File: src/rtl/cmm_pkg.sv
package cmm_pkg;

  // Register offsets on the serial management port.
  localparam logic [7:0] CMM_ADDR_CAL_CTRL = 8'h88;
  localparam logic [7:0] CMM_ADDR_FAST_LOCK = 8'h89;
  localparam logic [7:0] CMM_ADDR_SEL_HIGH = 8'h8a;
  localparam logic [7:0] CMM_ADDR_MON_EN = 8'h8b;
  localparam logic [7:0] CMM_ADDR_SKEW1 = 8'h8e;
  localparam logic [7:0] CMM_ADDR_SKEW2 = 8'h8f;

  // Highest offset that holds calibration-sensitive settings.
  localparam logic [7:0] CMM_ADDR_SENS_LAST = 8'h37;

  // Values after reset.
  localparam logic [7:0] CMM_RST_FAST_LOCK = 8'h00;
  localparam logic [7:0] CMM_RST_SEL_HIGH = 8'h03;
  localparam logic [7:0] CMM_RST_MON_EN = 8'hff;
  localparam logic [7:0] CMM_RST_SKEW = 8'h00;
  localparam logic [7:0] CMM_RST_CAL_CTRL = 8'h00;

  // Field positions.
  localparam int CMM_BIT_QUICK = 0;
  localparam int CMM_BIT_CAL_START = 6;
  localparam int CMM_BIT_SEL_HIGH_IN1 = 0;
  localparam int CMM_BIT_LOS_LOW_IN1 = 4;
  localparam int CMM_BIT_FOS_IN1 = 0;

  // Cycles the sequencer waits before it trusts the lock-loss alarm.
  localparam logic [3:0] CMM_CAL_SETTLE_CYC = 4'h4;

  // Loss monitor select codes.
  typedef enum logic [1:0] {
    CMM_LOSS_OFF = 2'b00,
    CMM_LOSS_RSVD = 2'b01,
    CMM_LOSS_SLOW = 2'b10,
    CMM_LOSS_NORMAL = 2'b11
  } cmm_loss_sel_t;

  // One register access from the serial port.
  typedef struct packed {
    logic wr;
    logic rd;
    logic [7:0] addr;
    logic [7:0] wdata;
  } cmm_reg_req_t;

  // Monitor settings for one input clock.
  typedef struct packed {
    cmm_loss_sel_t loss_sel;
    logic normal_en;
    logic slow_en;
    logic freq_en;
  } cmm_mon_t;

endpackage : cmm_pkg

File: src/rtl/cmm_cal_seq.sv
`timescale 1ns/100ps
module cmm_cal_seq import cmm_pkg::*; (
  // Clock and reset.
  input wire logic clk_sys_i,
  input wire logic reset_i,
  // Requests from the register bank.
  input wire logic start_i,
  input wire logic sens_wr_i,
  // Alarm from the PLL.
  input wire logic lock_loss_alarm_i,
  // Status.
  output logic cal_busy_o,
  output logic calibrated_o,
  output logic recal_needed_o
);

  typedef enum logic [1:0] {CAL_IDLE, CAL_SETTLE, CAL_WAIT} cmm_cal_state_t;

  cmm_cal_state_t state_q, state_d;
  logic [3:0] cnt_q, cnt_d;
  logic calibrated_q, calibrated_d;
  logic recal_q, recal_d;

  // Next state: a start always restarts the sequence, even mid-run.
  always_comb begin
    state_d = state_q;
    cnt_d = cnt_q;
    calibrated_d = calibrated_q;
    case (state_q)
      CAL_SETTLE: begin
        cnt_d = cnt_q + 4'h1;
        if (cnt_q == CMM_CAL_SETTLE_CYC - 4'h1) begin
          state_d = CAL_WAIT;
        end
      end
      CAL_WAIT: begin
        if (!lock_loss_alarm_i) begin
          state_d = CAL_IDLE;
          calibrated_d = 1'b1;
        end
      end
      default: begin
        state_d = CAL_IDLE;
      end
    endcase
    if (start_i) begin
      state_d = CAL_SETTLE;
      cnt_d = 4'h0;
      calibrated_d = 1'b0;
    end
  end

  // A sensitive write after a good calibration asks for a new one; set wins over clear.
  assign recal_d = (sens_wr_i && calibrated_q) ? 1'b1 : (start_i ? 1'b0 : recal_q);

  // State registers.
  always_ff @(posedge clk_sys_i) begin
    if (reset_i) begin
      state_q <= CAL_IDLE;
      cnt_q <= 4'h0;
      calibrated_q <= 1'b0;
      recal_q <= 1'b0;
    end else begin
      state_q <= state_d;
      cnt_q <= cnt_d;
      calibrated_q <= calibrated_d;
      recal_q <= recal_d;
    end
  end

  assign cal_busy_o = (state_q != CAL_IDLE);
  assign calibrated_o = calibrated_q;
  assign recal_needed_o = recal_q;
endmodule : cmm_cal_seq

File: src/rtl/cmm_config_regs.sv
`timescale 1ns/100ps
module cmm_config_regs import cmm_pkg::*; (
  // Clock and reset.
  input wire logic clk_sys_i,
  input wire logic reset_i,
  // Register access from the serial management port.
  input wire cmm_reg_req_t req_i,
  output logic [7:0] rdata_o,
  // Settings to the PLL, monitors and output dividers.
  output logic quick_acquire_enable_o,
  output cmm_mon_t [1:0] mon_o,
  output logic signed [7:0] out1_phase_skew_o,
  output logic signed [7:0] out2_phase_skew_o,
  // Calibration.
  input wire logic lock_loss_alarm_i,
  output logic self_calibration_start_o,
  output logic cal_busy_o,
  output logic calibrated_o,
  output logic recal_needed_o
);

  // Offsets 0 to 55 hold settings the PLL only picks up on calibration.
  function automatic logic is_cal_sensitive(input logic [7:0] addr);
    is_cal_sensitive = (addr <= CMM_ADDR_SENS_LAST);
  endfunction : is_cal_sensitive

  logic quick_q;
  logic [1:0] sel_high_q;
  logic [1:0] los_low_q;
  logic [1:0] fos_q;
  logic [1:0][7:0] skew_q;
  logic cal_start_q;
  logic [7:0] rdata_q;
  logic [7:0] rdata_d;

  // Write strobes per register.
  logic wr_cal;
  logic wr_fast;
  logic wr_sel_high;
  logic wr_mon_en;
  logic wr_skew1;
  logic wr_skew2;
  logic sens_wr;
  logic cal_req;

  assign wr_cal = req_i.wr && (req_i.addr == CMM_ADDR_CAL_CTRL);
  assign wr_fast = req_i.wr && (req_i.addr == CMM_ADDR_FAST_LOCK);
  assign wr_sel_high = req_i.wr && (req_i.addr == CMM_ADDR_SEL_HIGH);
  assign wr_mon_en = req_i.wr && (req_i.addr == CMM_ADDR_MON_EN);
  assign wr_skew1 = req_i.wr && (req_i.addr == CMM_ADDR_SKEW1);
  assign wr_skew2 = req_i.wr && (req_i.addr == CMM_ADDR_SKEW2);
  assign sens_wr = req_i.wr && is_cal_sensitive(req_i.addr);
  assign cal_req = wr_cal && req_i.wdata[CMM_BIT_CAL_START];

  // Fast-lock enable; only bit 0 is stored.
  always_ff @(posedge clk_sys_i) begin
    if (reset_i) begin
      quick_q <= CMM_RST_FAST_LOCK[CMM_BIT_QUICK];
    end else if (wr_fast) begin
      quick_q <= req_i.wdata[CMM_BIT_QUICK];
    end
  end

  // Upper halves of the loss monitor selects.
  always_ff @(posedge clk_sys_i) begin
    if (reset_i) begin
      sel_high_q <= CMM_RST_SEL_HIGH[CMM_BIT_SEL_HIGH_IN1 +: 2];
    end else if (wr_sel_high) begin
      sel_high_q <= req_i.wdata[CMM_BIT_SEL_HIGH_IN1 +: 2];
    end
  end

  // Lower halves of the loss selects and the frequency-offset enables.
  always_ff @(posedge clk_sys_i) begin
    if (reset_i) begin
      los_low_q <= CMM_RST_MON_EN[CMM_BIT_LOS_LOW_IN1 +: 2];
      fos_q <= CMM_RST_MON_EN[CMM_BIT_FOS_IN1 +: 2];
    end else if (wr_mon_en) begin
      los_low_q <= req_i.wdata[CMM_BIT_LOS_LOW_IN1 +: 2];
      fos_q <= req_i.wdata[CMM_BIT_FOS_IN1 +: 2];
    end
  end

  // Output phase skews, held as two's complement.
  always_ff @(posedge clk_sys_i) begin
    if (reset_i) begin
      skew_q <= {CMM_RST_SKEW, CMM_RST_SKEW};
    end else begin
      if (wr_skew1) begin
        skew_q[0] <= req_i.wdata;
      end
      if (wr_skew2) begin
        skew_q[1] <= req_i.wdata;
      end
    end
  end

  // The start bit lives one cycle and then clears itself.
  always_ff @(posedge clk_sys_i) begin
    if (reset_i) begin
      cal_start_q <= CMM_RST_CAL_CTRL[CMM_BIT_CAL_START];
    end else begin
      cal_start_q <= cal_req;
    end
  end

  // Read multiplexer; reserved bits return their reset values, unmapped offsets zero.
  always_comb begin
    rdata_d = 8'h00;
    if (req_i.addr == CMM_ADDR_CAL_CTRL) begin
      rdata_d = CMM_RST_CAL_CTRL;
      rdata_d[CMM_BIT_CAL_START] = cal_start_q;
    end else if (req_i.addr == CMM_ADDR_FAST_LOCK) begin
      rdata_d = CMM_RST_FAST_LOCK;
      rdata_d[CMM_BIT_QUICK] = quick_q;
    end else if (req_i.addr == CMM_ADDR_SEL_HIGH) begin
      rdata_d = CMM_RST_SEL_HIGH & 8'h03;
      rdata_d[CMM_BIT_SEL_HIGH_IN1 +: 2] = sel_high_q;
    end else if (req_i.addr == CMM_ADDR_MON_EN) begin
      rdata_d = CMM_RST_MON_EN;
      rdata_d[CMM_BIT_LOS_LOW_IN1 +: 2] = los_low_q;
      rdata_d[CMM_BIT_FOS_IN1 +: 2] = fos_q;
    end else if (req_i.addr == CMM_ADDR_SKEW1) begin
      rdata_d = skew_q[0];
    end else if (req_i.addr == CMM_ADDR_SKEW2) begin
      rdata_d = skew_q[1];
    end
  end

  // Read data is captured on the read strobe and held until the next one.
  always_ff @(posedge clk_sys_i) begin
    if (reset_i) begin
      rdata_q <= 8'h00;
    end else if (req_i.rd) begin
      rdata_q <= rdata_d;
    end
  end

  // Monitor settings per input clock, joined from the two split halves.
  genvar gi;
  generate
    for (gi = 0; gi < 2; gi++) begin : g_mon
      assign mon_o[gi].loss_sel = cmm_loss_sel_t'({sel_high_q[gi], los_low_q[gi]});
      assign mon_o[gi].normal_en = (mon_o[gi].loss_sel == CMM_LOSS_NORMAL);
      assign mon_o[gi].slow_en = (mon_o[gi].loss_sel == CMM_LOSS_SLOW);
      assign mon_o[gi].freq_en = fos_q[gi];
    end
  endgenerate

  // Calibration sequencer tracks the run and pending recalibration.
  cmm_cal_seq i_cmm_cal_seq (
    .clk_sys_i(clk_sys_i),
    .reset_i(reset_i),
    .start_i(cal_start_q),
    .sens_wr_i(sens_wr),
    .lock_loss_alarm_i(lock_loss_alarm_i),
    .cal_busy_o(cal_busy_o),
    .calibrated_o(calibrated_o),
    .recal_needed_o(recal_needed_o)
  );

  // Outputs straight from the registers.
  assign rdata_o = rdata_q;
  assign quick_acquire_enable_o = quick_q;
  assign out1_phase_skew_o = skew_q[0];
  assign out2_phase_skew_o = skew_q[1];
  assign self_calibration_start_o = cal_start_q;
endmodule : cmm_config_regs

File: config.mk
export PLATFORM = sky130hd
export DESIGN_NAME = cmm_config_regs
export DESIGN_NICKNAME = d
export VERILOG_FILES = /design/src/rtl/cmm_pkg.sv /design/src/rtl/cmm_cal_seq.sv /design/src/rtl/cmm_config_regs.sv
export SDC_FILE = /design/constraint.sdc
export NUM_CORES = 1
export LEC_CHECK = 0
export BUFFER_PORTS_ARGS = -buffer_cell sky130_fd_sc_hd__buf_2
export CORE_ASPECT_RATIO = 1.5
export CORE_MARGIN = 4
export CORE_UTILIZATION = 35
export CTS_CLUSTER_SIZE = 10
export DETAILED_ROUTE_END_ITERATION = 7
export HOLD_SLACK_MARGIN = 0.12
export SYNTH_ARGS = -nofsm -noshare
export SYNTH_HDL_FRONTEND = slang
export SYNTH_HIERARCHICAL = 1
export SYNTH_SLANG_ARGS = --single-unit
File: constraint.sdc
create_clock -name clk_sys_i -period 4.1 [get_ports clk_sys_i]
set_input_delay 1.025 -clock clk_sys_i [delete_from_list [all_inputs] [get_ports clk_sys_i]]
set_output_delay 1.025 -clock clk_sys_i [all_outputs]
set_load 0.01 [all_outputs]
Word-level counts from Yosys, hierarchy flattened
Index checks and enable logic that the tools add are counted.
{"block": "totals", "reg_bits": 40, "latchBits": 0, "mem_bits_rw": 0, "mem_bits_ro": 0, "inputBits": 21, "out_inout_bits": 39, "elab_cells": 60, "mem_count": 0}
{"block": "op_classes", "n_addsub": 1, "multipliers": 0, "n_div": 0, "n_lt_le_gt_ge": 1, "n_eq_ne": 17, "shifts": 0, "muxes": 12, "bitwise": 1, "n_reduce_logical": 15}
{"cell": "$eq 8x8->1 const B", "count": 6}
{"cell": "$mux 8", "count": 6}
{"cell": "$eq 2x2->1 const B", "count": 5}
{"cell": "$logic_and 1x1->1", "count": 9}
{"cell": "$le 8x6->1 const B", "count": 1}
{"cell": "$reduce_and 2->1", "count": 3}
{"cell": "$add 4x1->4 const B", "count": 1}
{"cell": "$eq 4x2->1 const B", "count": 1}
{"cell": "$mux 2", "count": 2}
{"cell": "$pmux 2 s2", "count": 1}
{"cell": "$reduce_bool 2->1", "count": 2}
{"cell": "$mux 1", "count": 3}
{"cell": "$ne 3x2->1 const B", "count": 1}
{"cell": "$ne 3x3->1 const B", "count": 1}
{"cell": "$eq 2x1->1 const B", "count": 1}
{"cell": "$ne 2x1->1 const B", "count": 1}
{"cell": "$ne 2x2->1 const B", "count": 1}
{"cell": "$reduce_or 2->1", "count": 1}
{"cell": "$not 1->1", "count": 1}

Depth between registers and ports, before layout
{"block": "depth", "depth_word": 7, "depth_mapped": 5, "depth_no_buf": 4}

Cells and area by module
Netlist, hierarchy kept.
{"module": "cmm_config_regs", "n_inst": 1, "cells_each": 162, "area_each_um2": 1508.9, "seq_area_each_um2": 640.6}
{"module": "cmm_cal_seq", "n_inst": 1, "cells_each": 38, "area_each_um2": 334.1, "seq_area_each_um2": 160.2}

Least setup slack after synthesis
Ideal clock, no wire load.
{"block": "synth_path", "path_type": "input to register", "start": "in req_i[13] (netlist name)", "end": "reg skew_q (netlist bit out1_phase_skew_o[0])", "setup_time_ps": 128, "arrival_time_ps": 1911, "t_required_ps": 3972, "setup_slack_ps": 2061, "path_stages": 5, "path_buffers": 1, "cell_sequence": "nor3b_4 and3_1 buf_4 mux2i_1 nor2_1"}
{"block": "synth_via", "elab_chain_cells": 2}
{"element": "start: declaration", "line_no": "cmm_config_regs.sv:7", "source": "input wire cmm_reg_req_t req_i,"}
{"element": "$eq 8x8->1", "line_no": "cmm_config_regs.sv:50", "source": "assign wr_skew1 = req_i.wr && (req_i.addr == CMM_ADDR_SKEW1);"}
{"element": "$logic_and 1x1->1", "line_no": "cmm_config_regs.sv:50"}
{"element": "end signal: assignment", "line_no": "cmm_config_regs.sv:87", "source": "skew_q <= {CMM_RST_SKEW, CMM_RST_SKEW};"}
{"element": "end: declaration", "line_no": "cmm_config_regs.sv:31", "source": "logic [1:0][7:0] skew_q;"}
Every way passes these cells.
A chain may end at the register's enable or synchronous reset.

Final worst setup path
{"block": "layout_path", "start": "in req_i[13] (netlist name)", "end": "reg skew_q (netlist bit out1_phase_skew_o[3])"}
Same word-level chain as after synthesis.

==> impl_metrics.yaml <==
critical_path:
  timing.critical_path.arrival_ns: 2.34
  worstSetupPathType: "input port to register"
  end_kind: "register"
  critical_path.max_fanout: 8
  worst_path_max_delay_cell: "and3_1"
  cp-start-kind: "input port"
  worst_ep_required_time_ns: 4.27
  crit_path_cell_trace: "buf_2, nor3b_4, and3_1, mux2i_1, nor2_1"
  critical_path.n_buffers_inverters: 1
  worst_path_largest_cell_delay_ns: 0.53
  critical_path.top_delay_family: "simple AND/OR/NAND/NOR gates"
cells_and_area:
  final_nets: 279
  stdcell_area_um2: 2290
  layout-drive-gt1-share_pct: 29.8
  layout.cells.non_filler: 326
  nFillCells: 584
  final_core_area_utilization_pct: 44.7
  area_delta_synth_final_pct: 24.3
  antennaDiodeCount: 0
pwr:
  power.share.sequential_pct: 50.8
  power_per_cell_area_nw_per_um2: 335
  vdd_ir_drop_max_mv: 0.162
  p_sw_uw: 176
  swShare_pct: 22.9
  power_report.internal_total_uw: 592
  comb_power_share_pct: 6.7
  cellLeakagePower_uw: 0.00108
  design_power_uw: 768
  pwr-share-clk_pct: 42.6
clocking:
  clk_root_buffer_cell: "clkbuf_8"
  holdBufCountCts: 0
  worstSkewPairLatency_ns: 0.29
  cts_setup_buffers: 0
  number_of_buffers_added_by_the_clock_tree_synthesis_step: 5
  clock_tree.htree_level_count: 2
  numClockSinks: 40
  clock_tree_from_tritoncts: "yes"
  clk_transition_reported_paths_ns: 0.09
  clockBufferDepth: 2
  ctsResizeCount: 0
floorplan:
  floorplan.rows: 32
  core_area_um2: 5120
  total_i_o_pin_count: 60
  die-area_um2: 6510
  die-width_um: 67.3
  die_h_um: 96.9
  initial_utilization_pct: 36.0
route:
  totalWireLength_um: 4500
  detailed_route_wire_length_per_cell_um: 13.8
  first_pass_iters: 4
  route.detailed.vias_per_inst: 4.95
  drc: 0
  dr_total_vias: 1614
  drt-initial-drc-count: 73
  ant_nets: 0
yosys:
  ys_types: 44
  synth.largest_area_cell: "dfxtp_1"
  synth_area_leaders: "dfxtp_1 (43%), mux2i_1 (9.2%), nor2_1 (7.1%), a211o_1 (3.3%), a21oi_1 (2.7%)"
  synth_top_area_share_pct: 43.4
  yosysWarningCount: 6
  post_synth_inst_count: 200
  synth_sequential_area_ratio_pct: 43.4
  synth_top_flop_cell: "dfxtp_1"
  synth_edf_count: 0
  mappedNetlistArea_um2: 1840
  yosys_register_bits: 40
  postSynthAreaPerCell_um2: 9.22
  syn-num-nets: 222
  postSynth.asyncResetShare_pct: 0
sta:
  max-slew-margin-rel_pct: 58.7
  timing.final.max_slew_violations: 0
  worst-slew-pin-transition_ns: 0.620
  period_minus_slack_ns: 2.17
  setup_viol_count_final: 0
  max_clock_freq_ghz: 0.461
  fin_setup_tns_ns: 0
  final_hold_viol_count: 0
  period_share_pct: 52.9
  clock-skew-final_ns: 0.00861
  rsz0062_at_grt: "false"
run_status:
  result_of_the_run: "completed"
global_route:
  largest_net_degree_at_the_start_of_global_routing: 35
  grt_first_pass_wirelength_um: 7660
  grtUsageTotal_pct: 15.0
  via_count_of_the_first_global_routing_pass: 1613
  globalRoute.totalOverflow: 0
  grt_antenna_before_repair: 0
place:
  post_dp_cell_area_um2: 2180
  sum_of_net_half_perimeters_after_detailed_placement_um: 3390
  gpl.final_weighted_congestion: 0.792
  place_inst: 318
  port_buffers: 59
job:
  drv.max_cap_violation_count: 0
worst_hold_path:
  tightest_hold_check_type: "register to register"
==> power groups by stage <==
stage / combinational, uW / sequential (uW) / clock (uW)
after global routing: 57.1 / 390 / 352
final: 51.1 / 390 / 327
after detailed placement: 51.8 / 399 / 0
after global placement: 51.5 / 399 / 0
after CTS: 51.9 / 390 / 337
after floorplan: 28.6 / 399 / 0
==> worst paths after layout <==
path / from / slack (ns) / cells after the start / endpoint
max: req_i[13] / 1.93 / 5 / out1_phase_skew_o[3]
min: rdata_o[3] / 0.47 / 2 / rdata_o[3]
max reg2reg: out1_phase_skew_o[0] / 2.78 / 4 / rdata_o[0]
min reg2reg: rdata_o[3] / 0.47 / 2 / rdata_o[3]
==> tightest hold or removal path, stage by stage (launching register included) <==
cell	delay (ns)
dfxtp_1	0.31
nand2b_1	0.06
a21oi_1	0.06
==> cells in the final DEF (no fill, tap or decap), types with 4 or more instances in the layout <==
master	Yosys	layout
buf_2	2	59
dfxtp_1	40	40
nor2_1	35	35
mux2i_1	17	17
a21oi_1	10	10
nand2_1	9	9
nand2b_1	8	8
inv_1	7	7
a211o_1	7	7
clkbuf_8	0	5
and2_1	4	4
nor2b_1	4	4
a22o_1	4	4
==> synth_stat cells, types with 2 or more instances <==
cell type,n
dfxtp_1,40
nor2_1,35
mux2i_1,17
a21oi_1,10
nand2_1,9
nand2b_1,8
a211o_1,7
inv_1,7
clkbuf_1,5
a22o_1,4
and2_1,4
nor2b_1,4
a21o_1,3
and3b_1,3
nand3_1,3
nor4_1,3
o2111ai_1,3
and3_1,2
buf_2,2
mux2_2,2
nand3b_1,2
nand4_1,2
nand4_2,2
o21ai_0,2
or2_2,2
==> through the flow <==
stage / hold slack [ns] / setup slack [ns]
finish: 0.473 / 1.93
global route: 0.499 / 1.80
CTS: 0.474 / 1.92
detailed placement: 0.461 / 1.61
global placement: 0.459 / 1.65
floorplan: 0.454 / 2.06
==> sequential cells by signal, summed over array words and instances, names as in the netlist, 2 cells and up <==
name / count
i_cmm_cal_seq/cnt_q: 4
out1_phase_skew_o: 8
out2_phase_skew_o: 8
fos_q: 2
sel_high_q: 2
rdata_o: 8
i_cmm_cal_seq/state_q: 2
los_low_q: 2
==> cell families after synthesis <==
| group | count (synthesis) | synth area share, % |
|---|---|---|
| adder cells (fa/ha/maj) | 1 | 0.679 |
| XOR/XNOR | 2 | 0.951 |
| AO/OA/AOI/OAI | 33 | 12.8 |
| flip-flops | 40 | 43.4 |
| AND/OR/NAND/NOR | 88 | 26.4 |
| buffers and inverters | 16 | 4.01 |
| multiplexers | 20 | 11.7 |
==> metal layers <==
| metal | track usage [%] | vias up | wire (um) |
|---|---|---|---|
| met4 | 5.78 | 0 | 75 |
| met5 | 0 | - | 0 |
| met3 | 3.48 | 6 | 194 |
| met2 | 25.8 | 39 | 2390 |
| met1 | 17.3 | 753 | 1840 |
| li1 | - | 816 | - |
==> area by class of cell <==
cell class | instances | area [um2] | share of cell area, %
Multi-Input combinational cell | 144 | 968 | 42.3
Inverter | 7 | 26.3 | 1.15
Sequential cell | 40 | 801 | 35.0
Timing Repair Buffer | 59 | 295 | 12.9
Clock inverter | 3 | 46.3 | 2.02
Tap cell | 68 | 85.1 | 3.71
Clock buffer | 5 | 68.8 | 3.00
Power figures use the tool's default switching activity.
